File: src/mia_pkg.sv
// Purpose: Shared constants and types for the maskable interrupt acceptance block
// Assumes: Single 50 MHz clock, synchronous active-high reset
// Notes:   Register indices and field positions live here only
package mia_pkg;

  // ----------------------------------------------------------------
  // Sizes
  // ----------------------------------------------------------------
  localparam int NSRC      = 8;                 // Maskable sources
  localparam int LVL_W     = 3;                 // Priority level width
  localparam int SRC_W     = 3;                 // Source index width
  localparam int FLG_W     = 16;                // Flag word width
  localparam int PC_W      = 20;                // Program counter width

  // ----------------------------------------------------------------
  // Register map (word addresses on the plain port)
  // ----------------------------------------------------------------
  localparam logic [7:0] ADDR_FLAG   = 8'h00;   // Flag word
  localparam logic [7:0] ADDR_STATUS = 8'h01;   // Sequencer status
  localparam logic [7:0] ADDR_ICR0   = 8'h10;   // First control register
  localparam logic [7:0] ADDR_ICRN   = 8'h17;   // Last control register

  // Control register fields
  localparam int ICR_LVL_LSB = 0;
  localparam int ICR_REQ_BIT = 3;

  // Flag word fields
  localparam int FLG_I_BIT   = 6;               // Global enable
  localparam int FLG_D_BIT   = 2;               // Debug
  localparam int FLG_U_BIT   = 7;               // Stack select
  localparam int FLG_IPL_LSB = 12;              // Threshold field

  localparam logic [FLG_W-1:0] FLG_RESET = 16'h0000;
  localparam logic [LVL_W-1:0] LVL_OFF   = 3'h0;
  localparam logic [LVL_W-1:0] LVL_TOP   = 3'h7;
  localparam logic [LVL_W-1:0] IPL_WDOG  = 3'h7;
  localparam logic [LVL_W-1:0] IPL_RST   = 3'h0;

  // ----------------------------------------------------------------
  // Timing, in cycles
  // ----------------------------------------------------------------
  localparam logic [4:0] SEQ_BASE    = 5'h12;   // 18 cycles, all even, 16-bit
  localparam logic [4:0] SEQ_NARROW  = 5'h14;   // 20 cycles, 8-bit bus
  localparam logic [4:0] ADD_DEBUG   = 5'h02;
  localparam logic [4:0] ADD_STEP    = 5'h01;
  localparam logic [4:0] INSN_MAX    = 5'h1e;   // 30-cycle worst instruction

  // Information read address
  localparam logic [PC_W-1:0] INFO_ADDR = 20'h00000;

  // Special source kinds
  typedef enum logic [2:0] {
    SPC_NONE  = 3'h0,
    SPC_WDOG  = 3'h1,
    SPC_RST   = 3'h2,
    SPC_DBG   = 3'h3,
    SPC_STEP  = 3'h4,
    SPC_AMATCH= 3'h5,
    SPC_SWINT = 3'h6
  } mia_special_type;

  // Sequencer states, Gray-coded along the path
  typedef enum logic [2:0] {
    ST_RUN   = 3'b000,
    ST_INFO  = 3'b001,
    ST_SAVE  = 3'b011,
    ST_PUSH  = 3'b010,
    ST_LOAD  = 3'b110
  } mia_state_type;

  // Stack write carrier
  typedef struct packed {
    logic             valid;
    logic [FLG_W-1:0] flags;
    logic [PC_W-1:0]  pc;
  } mia_push_type;

  // Accepted interrupt info
  typedef struct packed {
    logic             valid;
    logic [SRC_W-1:0] num;
    logic [LVL_W-1:0] lvl;
  } mia_accept_type;

endpackage

File: src/mia_core.sv
// Purpose: Maskable interrupt acceptance and interrupt sequence control
// Assumes: Sources pulse irq_pulse; pipeline reports instruction boundaries
// Notes:   Source 0 has the highest fixed hardware priority
`timescale 1ns/1ps
module mia_core
  import mia_pkg::*;
(
  input  wire logic                 mclk,          // 50 MHz clock
  input  wire logic                 rst,           // Synchronous reset
  input  wire logic [7:0]           reg_addr,      // Register address
  input  wire logic [FLG_W-1:0]     reg_wdata,     // Write data
  input  wire logic                 reg_wr,        // Write strobe
  input  wire logic                 reg_rd,        // Read strobe
  output logic      [FLG_W-1:0]     reg_rdata,     // Read data, next cycle
  input  wire logic [NSRC-1:0]      irq_pulse,     // Source requests
  input  wire logic                 insn_done,     // Instruction completes
  input  wire logic                 insn_suspendable, // String/accumulate busy
  input  wire logic [2:0]           special_req,   // Special source kind
  input  wire logic                 bus_narrow,    // 8-bit bus
  input  wire logic                 vector_odd,    // Odd vector address
  input  wire logic                 sp_odd,        // Odd stack pointer
  input  wire logic [PC_W-1:0]      pc_in,         // Current program counter
  output logic                      info_rd,       // Information read strobe
  output logic      [PC_W-1:0]      info_addr,     // Information read address
  output mia_accept_type            accept_info,   // Accepted number and level
  output mia_push_type              push_out,      // Stack save word
  output logic                      seq_busy,      // Sequence in progress
  output logic                      seq_done       // Sequence finished pulse
);

  // ----------------------------------------------------------------
  // Helpers
  // ----------------------------------------------------------------
  // Level strictly above threshold; level zero never passes
  function automatic logic lvl_enabled(input logic [LVL_W-1:0] lvl,
                                       input logic [LVL_W-1:0] thr);
    lvl_enabled = (lvl != LVL_OFF) && (lvl > thr);
  endfunction

  function automatic logic [LVL_W-1:0] ipl_of(input logic [FLG_W-1:0] f);
    ipl_of = f[FLG_IPL_LSB +: LVL_W];
  endfunction

  // ----------------------------------------------------------------
  // Storage
  // ----------------------------------------------------------------
  logic [FLG_W-1:0]       flag_q;
  logic [NSRC-1:0]        pend_q;
  logic [LVL_W-1:0]       lvl_q [NSRC];
  logic [FLG_W-1:0]       temp_q;
  logic [PC_W-1:0]        pc_q;
  mia_state_type          state_q;
  logic [4:0]             cnt_q;
  logic [4:0]             len_q;
  mia_special_type        spc_q;
  mia_accept_type         acc_q;
  logic [FLG_W-1:0]       rdata_q;

  logic                   icr_sel;
  logic [SRC_W-1:0]       icr_idx;
  logic                   win_valid;
  logic [SRC_W-1:0]       win_idx;
  logic [LVL_W-1:0]       win_lvl;
  logic                   take;
  logic                   clr_accept;
  logic [4:0]             seq_len;

  assign icr_sel = (reg_addr >= ADDR_ICR0) && (reg_addr <= ADDR_ICRN);
  assign icr_idx = SRC_W'(reg_addr - ADDR_ICR0);

  // ----------------------------------------------------------------
  // Priority resolution
  // ----------------------------------------------------------------
  // Higher level wins; on a tie the lower index keeps it
  always_comb begin
    win_valid = 1'b0;
    win_idx   = '0;
    win_lvl   = LVL_OFF;
    for (int i = NSRC-1; i >= 0; i--) begin
      if (pend_q[i] && lvl_enabled(lvl_q[i], ipl_of(flag_q)) &&
          (!win_valid || lvl_q[i] >= win_lvl)) begin
        win_valid = 1'b1;
        win_idx   = SRC_W'(i);
        win_lvl   = lvl_q[i];
      end
    end
  end

  // Take at instruction end, or mid-way for suspendable instructions
  assign take = (state_q == ST_RUN) && flag_q[FLG_I_BIT] && win_valid &&
                (insn_done || insn_suspendable);

  // Sequence length from bus width, alignment and source kind
  always_comb begin
    if (bus_narrow) begin
      seq_len = SEQ_NARROW;
    end else begin
      seq_len = SEQ_BASE + 5'(vector_odd) + 5'(sp_odd);
    end
    if (special_req == SPC_DBG) begin
      seq_len = seq_len + ADD_DEBUG;
    end else if (special_req == SPC_STEP || special_req == SPC_AMATCH) begin
      seq_len = seq_len + ADD_STEP;
    end
  end

  // ----------------------------------------------------------------
  // Sequencer
  // ----------------------------------------------------------------
  // Special sources are taken at the same boundary, ahead of maskable
  logic take_spc;
  assign take_spc = (state_q == ST_RUN) && (special_req != SPC_NONE) && (insn_done || insn_suspendable);

  always_ff @(posedge mclk) begin
    if (rst) begin
      state_q <= ST_RUN;
      cnt_q   <= '0;
      len_q   <= SEQ_BASE;
      spc_q   <= SPC_NONE;
      acc_q   <= '0;
      temp_q  <= '0;
      pc_q    <= '0;
    end else begin
      case (state_q)
        ST_RUN: begin
          cnt_q <= '0;
          if (take_spc || take) begin
            state_q <= ST_INFO;
            len_q   <= seq_len;
            spc_q   <= take_spc ? mia_special_type'(special_req) : SPC_NONE;
            acc_q   <= '{valid: !take_spc, num: win_idx, lvl: win_lvl};
            pc_q    <= pc_in;
          end
        end
        ST_INFO: begin
          cnt_q   <= cnt_q + 5'h01;
          state_q <= ST_SAVE;
        end
        ST_SAVE: begin
          cnt_q   <= cnt_q + 5'h01;
          temp_q  <= flag_q;
          state_q <= ST_PUSH;
        end
        ST_PUSH: begin
          cnt_q <= cnt_q + 5'h01;
          if (cnt_q >= len_q - 5'h02) begin
            state_q <= ST_LOAD;
          end
        end
        ST_LOAD: begin
          cnt_q   <= '0;
          acc_q   <= '0;
          state_q <= ST_RUN;
        end
        default: begin
          state_q <= ST_RUN;
        end
      endcase
    end
  end

  assign clr_accept = (state_q == ST_INFO) && acc_q.valid;

  // ----------------------------------------------------------------
  // Flag word
  // ----------------------------------------------------------------
  // Sequence effects take priority over a software write in the same cycle
  always_ff @(posedge mclk) begin
    if (rst) begin
      flag_q <= FLG_RESET;
    end else if (state_q == ST_SAVE) begin
      flag_q[FLG_I_BIT] <= 1'b0;
      flag_q[FLG_D_BIT] <= 1'b0;
      if (spc_q != SPC_SWINT) begin
        flag_q[FLG_U_BIT] <= 1'b0;
      end
    end else if (state_q == ST_LOAD) begin
      if (acc_q.valid) begin
        flag_q[FLG_IPL_LSB +: LVL_W] <= acc_q.lvl;
      end else if (spc_q == SPC_WDOG) begin
        flag_q[FLG_IPL_LSB +: LVL_W] <= IPL_WDOG;
      end else if (spc_q == SPC_RST) begin
        flag_q[FLG_IPL_LSB +: LVL_W] <= IPL_RST;
      end
    end else if (reg_wr && reg_addr == ADDR_FLAG) begin
      flag_q <= reg_wdata;
    end
  end

  // ----------------------------------------------------------------
  // Per-source control registers
  // ----------------------------------------------------------------
  // Writes only clear the pending bit; an arriving request still sets it
  always_ff @(posedge mclk) begin
    if (rst) begin
      pend_q <= '0;
    end else begin
      for (int i = 0; i < NSRC; i++) begin
        if (irq_pulse[i]) begin
          pend_q[i] <= 1'b1;
        end else if (clr_accept && acc_q.num == SRC_W'(i)) begin
          pend_q[i] <= 1'b0;
        end else if (reg_wr && icr_sel && icr_idx == SRC_W'(i) && !reg_wdata[ICR_REQ_BIT]) begin
          pend_q[i] <= 1'b0;
        end
      end
    end
  end

  // Level fields, written independently of the pending bits
  always_ff @(posedge mclk) begin
    if (rst) begin
      for (int i = 0; i < NSRC; i++) begin
        lvl_q[i] <= LVL_OFF;
      end
    end else if (reg_wr && icr_sel) begin
      lvl_q[icr_idx] <= reg_wdata[ICR_LVL_LSB +: LVL_W];
    end
  end

  // ----------------------------------------------------------------
  // Read port
  // ----------------------------------------------------------------
  // Unmapped addresses read zero
  always_ff @(posedge mclk) begin
    if (rst) begin
      rdata_q <= '0;
    end else if (reg_rd) begin
      rdata_q <= '0;
      if (reg_addr == ADDR_FLAG) begin
        rdata_q <= flag_q;
      end else if (reg_addr == ADDR_STATUS) begin
        rdata_q <= {8'h00, seq_busy, acc_q.valid, acc_q.lvl, acc_q.num};
      end else if (icr_sel) begin
        rdata_q[ICR_LVL_LSB +: LVL_W] <= lvl_q[icr_idx];
        rdata_q[ICR_REQ_BIT]          <= pend_q[icr_idx];
      end
    end
  end

  // ----------------------------------------------------------------
  // Outputs
  // ----------------------------------------------------------------
  assign reg_rdata   = rdata_q;
  assign info_rd     = (state_q == ST_INFO);
  assign info_addr   = INFO_ADDR;
  assign accept_info = acc_q;
  assign seq_busy    = (state_q != ST_RUN);
  assign seq_done    = (state_q == ST_LOAD);
  // Push word stands for one cycle after the flags were saved
  assign push_out    = '{valid: (state_q == ST_PUSH) && (cnt_q == 5'h02), flags: temp_q, pc: pc_q};
  // INSN_MAX bounds the wait the pipeline imposes before insn_done
  logic unused_max;
  assign unused_max = (INSN_MAX == 5'h00);

endmodule

File: config.mk
export PLATFORM = sky130hd
export DESIGN_NAME = mia_core
export DESIGN_NICKNAME = d
export VERILOG_FILES = /design/src/mia_pkg.sv /design/src/mia_core.sv
export SDC_FILE = /design/constraint.sdc
export NUM_CORES = 1
export LEC_CHECK = 0
export BUFFER_PORTS_ARGS = -buffer_cell sky130_fd_sc_hd__buf_2
export CAP_MARGIN = 40
export CORE_UTILIZATION = 60
export DETAILED_ROUTE_END_ITERATION = 10
export PLACE_DENSITY = 0.86
export SLEW_MARGIN = 40
export SYNTH_ARGS = -nofsm -noshare
export SYNTH_HDL_FRONTEND = slang
export SYNTH_SLANG_ARGS = --single-unit
File: constraint.sdc
create_clock -name mclk -period 30 [get_ports mclk]
set_clock_uncertainty 0.05 [all_clocks]
set_input_delay 6 -clock mclk [delete_from_list [all_inputs] [get_ports mclk]]
set_output_delay 6 -clock mclk [all_outputs]
set_load 0.03 [all_outputs]
==> reports/results.txt <==
status - finished with violations
failing checks - DRC
reg2reg setup slack - 18.58 ns
maximum buffer depth of the clock tree - 2
Non-Filler Instances - 1073
Hold Crit Start - pc_q[1]$_SDFFE_PP0P_
Slew HR - 42.34%
Startpoint Class - flip-flop
CP max stage delay - 0.43 ns
Post-synth top cells - nand2_1, dfxtp_1, a21oi_1, ha_1, nor2_1
WP data required - 30.29 ns
Placed Cells - 1041
Most used DFF post-synth - dfxtp_1
max-cap check violation count - 0
FMAX - 87.55 MHz
Power Density - 59.29 nW/um^2
GRT overflow - 0
internal power - 345.3 uW
fin. max-slew vios - 0
Die Span Y - 110.9 microns
first-pass GRT wire length - 30.55 mm
Die ar. - 12310 sq um
sw frac - 29.91%
antenna fix cells - 0
Clk Latency, worst-skew pair - 0.41 ns
Synth area leaders - dfxtp_1, edfxtp_1, ha_1, nand2_1, a21oi_1
CTS root buffer - clkbuf_16
initial antenna violation count - 0
r2r worst-path depth - 57
# setup viols final - 0
Filler Cells Inserted - 848
clock network fraction of design power - 41.1%
I/O Buffers - 126
DP Wirelength - 13.25 mm
Vias - 6523
Async SR Flop Fraction - 0%
area of the multi-input gates - 4090 sq um
Final Hold Viols - 0
PostCTS Resize Cnt - 0
Worst Path Buf+Inv - 2
Max VDD drop - 0.05143 mV
ANT nets after route - 0
Leak - 3.508 nW
WHS Endpoint - pc_q[1]$_SDFFE_PP0P_
largest net degree at the start of global routing - 93
post-synth cell types - 79
setup TNS - 0 ns
Seq pwr share - 38.4%
largest family of logic cells by synthesized area - simple AND/OR/NAND/NOR gates
RSZ-0062 raised after global routing - false
Total Routed Length - 18.62 mm
# H-tree levels - 4
Tcrit/Tclk final - 38.07%
WP data arrival - 11.71 ns
area delta synth->final - 16.68%
Sequential Area - 2683 sq um
core area - 11520 sq um
RR Endpoint - accept_info[5]$_SDFFE_PP0P_
Mapped Area - 7121 sq um
Initial DRC Count - 630
Synth Area in Simple Gates - 22.18%
Adder-Cell Fraction of Synth Area - 9.664%
mux contribution to synthesized area - 4.164%
Syn. warnings - 0
clock sinks - 122
hold path depth - 2
vias in the first global route - 6303
vias per cell - 6.079
minimum clock period - 11.42 ns
count leader, synth - nand2_1
CP max FO - 12
slowest cell on the critical path - or4_1
CTS tree - built
GR Util All Layers - 31.42%
cell family contributing the most delay on the critical path - compound AO/OA/AOI/OAI gates
Synth Area in XOR/XNOR - 0.6150%
share of the synthesized area in the top cell type - 27.55%
reg2reg start - flag_q[14]$_SDFFE_PP0P_
register bit total from synthesis - 122
compound-gate portion of the synthesized area - 19.73%
NetSw - 147.3 uW
placer congestion estimate - 0.9094
leading area contributor after synthesis - dfxtp_1
Mean Syn Cell Area - 8.758 sq um
Comb pwr share - 20.5%
slew at the pin closest to its max-slew limit - 0.8529 ns
Post-Synthesis Cells - 813
I/O pins - 147
Initial Util - 61.83%
Die W - 110.9 microns
final setup margin - 18.58 ns
Post-CTS Setup Bufs - 0
CTS Buf Count - 17
worst hold path class - reg -> reg
sequential share of the synthesized area - 37.67%
Post-synth EDFFs - 24
Post-route DRC - 4
mean routed wirelength per cell - 17.35 microns
CP endpoint kind - flip-flop
most used cell, CP - ha_1
hold bufs inserted after CTS - 0
CP Class - reg -> reg
DRT Pass-1 Iters - 8
Setup WS pre-CTS - 18.85 ns
layout cell share with drive strength beyond 1 - 22.26%
clock-pin slew on the worst setup and hold paths - 0.05 ns
Final nets - 1036
FP Rows - 39
[power groups by stage]
| stage | clock network, mW | registers (mW) | logic (mW) |
|---|---|---|---|
| floorplan | 0 | 0.197 | 0.0678 |
| global placement | 0 | 0.192 | 0.0972 |
| detailed placement | 0 | 0.192 | 0.0993 |
| CTS | 0.204 | 0.189 | 0.100 |
| global route | 0.213 | 0.190 | 0.111 |
| finish | 0.202 | 0.189 | 0.101 |
[placed cells by master, fill, tap and decap left out, drive strengths merged, types with 4 or more instances in the layout]
cell / n
a211oi: 17
a21o: 9
a21oi: 81
a22oi: 6
a31oi: 22
and2: 19
and3: 11
buf: 129
clkbuf: 24
clkinv: 5
conb: 20
dfxtp: 98
edfxtp: 24
ha: 55
inv: 27
mux2: 7
mux4: 8
nand2: 127
nand2b: 24
nand3: 27
nand3b: 6
nor2: 53
nor2b: 10
nor3: 16
nor3b: 5
o211ai: 4
o21a: 7
o21ai: 17
o311a: 4
o311ai: 6
o31ai: 5
or2: 8
xnor2: 4
[per-stage QoR]
stage | cell area, sq um | util [%] | hold WS, ns | power (mW)
after floorplan | 7192 | - | 0.3939 | 0.2653
after global placement | 7699 | 66.85 | 0.3851 | 0.2888
after detailed placement | 7705 | 66.91 | 0.3913 | 0.2912
after CTS | 8308 | 72.14 | 0.3990 | 0.4928
after global routing | 8308 | 72.14 | 0.4209 | 0.5152
final | 8308 | 72.14 | 0.3969 | 0.4926
[final cells by class]
type | instances | area share, %
clock inverters | 8 | 0.9488
clock buffers | 24 | 6.310
multi-input cells | 622 | 49.23
inverters | 25 | 1.130
repair buffers | 129 | 7.937
flip-flops and latches | 122 | 32.29
well taps | 143 | 2.154
[how the worst max path moves through the flow]
stage / from / endpoint / slack (ns) / cells after the start
after global routing: flag_q[14]$_SDFFE_PP0P_ / accept_info[0]$_SDFFE_PP0P_ / 17.81 / 57
after CTS: flag_q[14]$_SDFFE_PP0P_ / accept_info[5]$_SDFFE_PP0P_ / 18.76 / 57
after floorplan: flag_q[14]$_SDFFE_PP0P_ / accept_info[5]$_SDFFE_PP0P_ / 20.06 / 56
final: flag_q[14]$_SDFFE_PP0P_ / accept_info[5]$_SDFFE_PP0P_ / 18.58 / 57
after detailed placement: flag_q[14]$_SDFFE_PP0P_ / accept_info[5]$_SDFFE_PP0P_ / 18.85 / 57
after global placement: flag_q[14]$_SDFFE_PP0P_ / accept_info[5]$_SDFFE_PP0P_ / 19.22 / 57
[worst min-delay path, stage by stage, from the launching register on]
cell     delay [ns]
dfxtp_1        0.30
nand2_1        0.05
a21oi_1        0.05
[cell families after synthesis]
logic type | Yosys count
buf+inv | 88
compound gates | 204
flops | 122
other cells | 1
mux | 18
simple gates | 320
xor+xnor | 5
fa+ha+maj | 55
[per-layer routing]
layer	vias to the layer above	wire length [microns]	global-route usage [%]
li1	3098	-	-
met1	3046	7551	39.28
met2	318	8695	50.27
met3	61	1824	9.240
met4	0	546	13.88
met5	-	0	0
[flip-flops by register name (all words and copies together) (netlist names)]
signal       cells
state_q          3
accept_info      7
reg_rdata       16
temp_q          16
spc_q            3
len_q            4
cnt_q            5
lvl_q           24
pend_q           8
pc_q            20
flag_q          16
(Power assumes the default switching activity.)
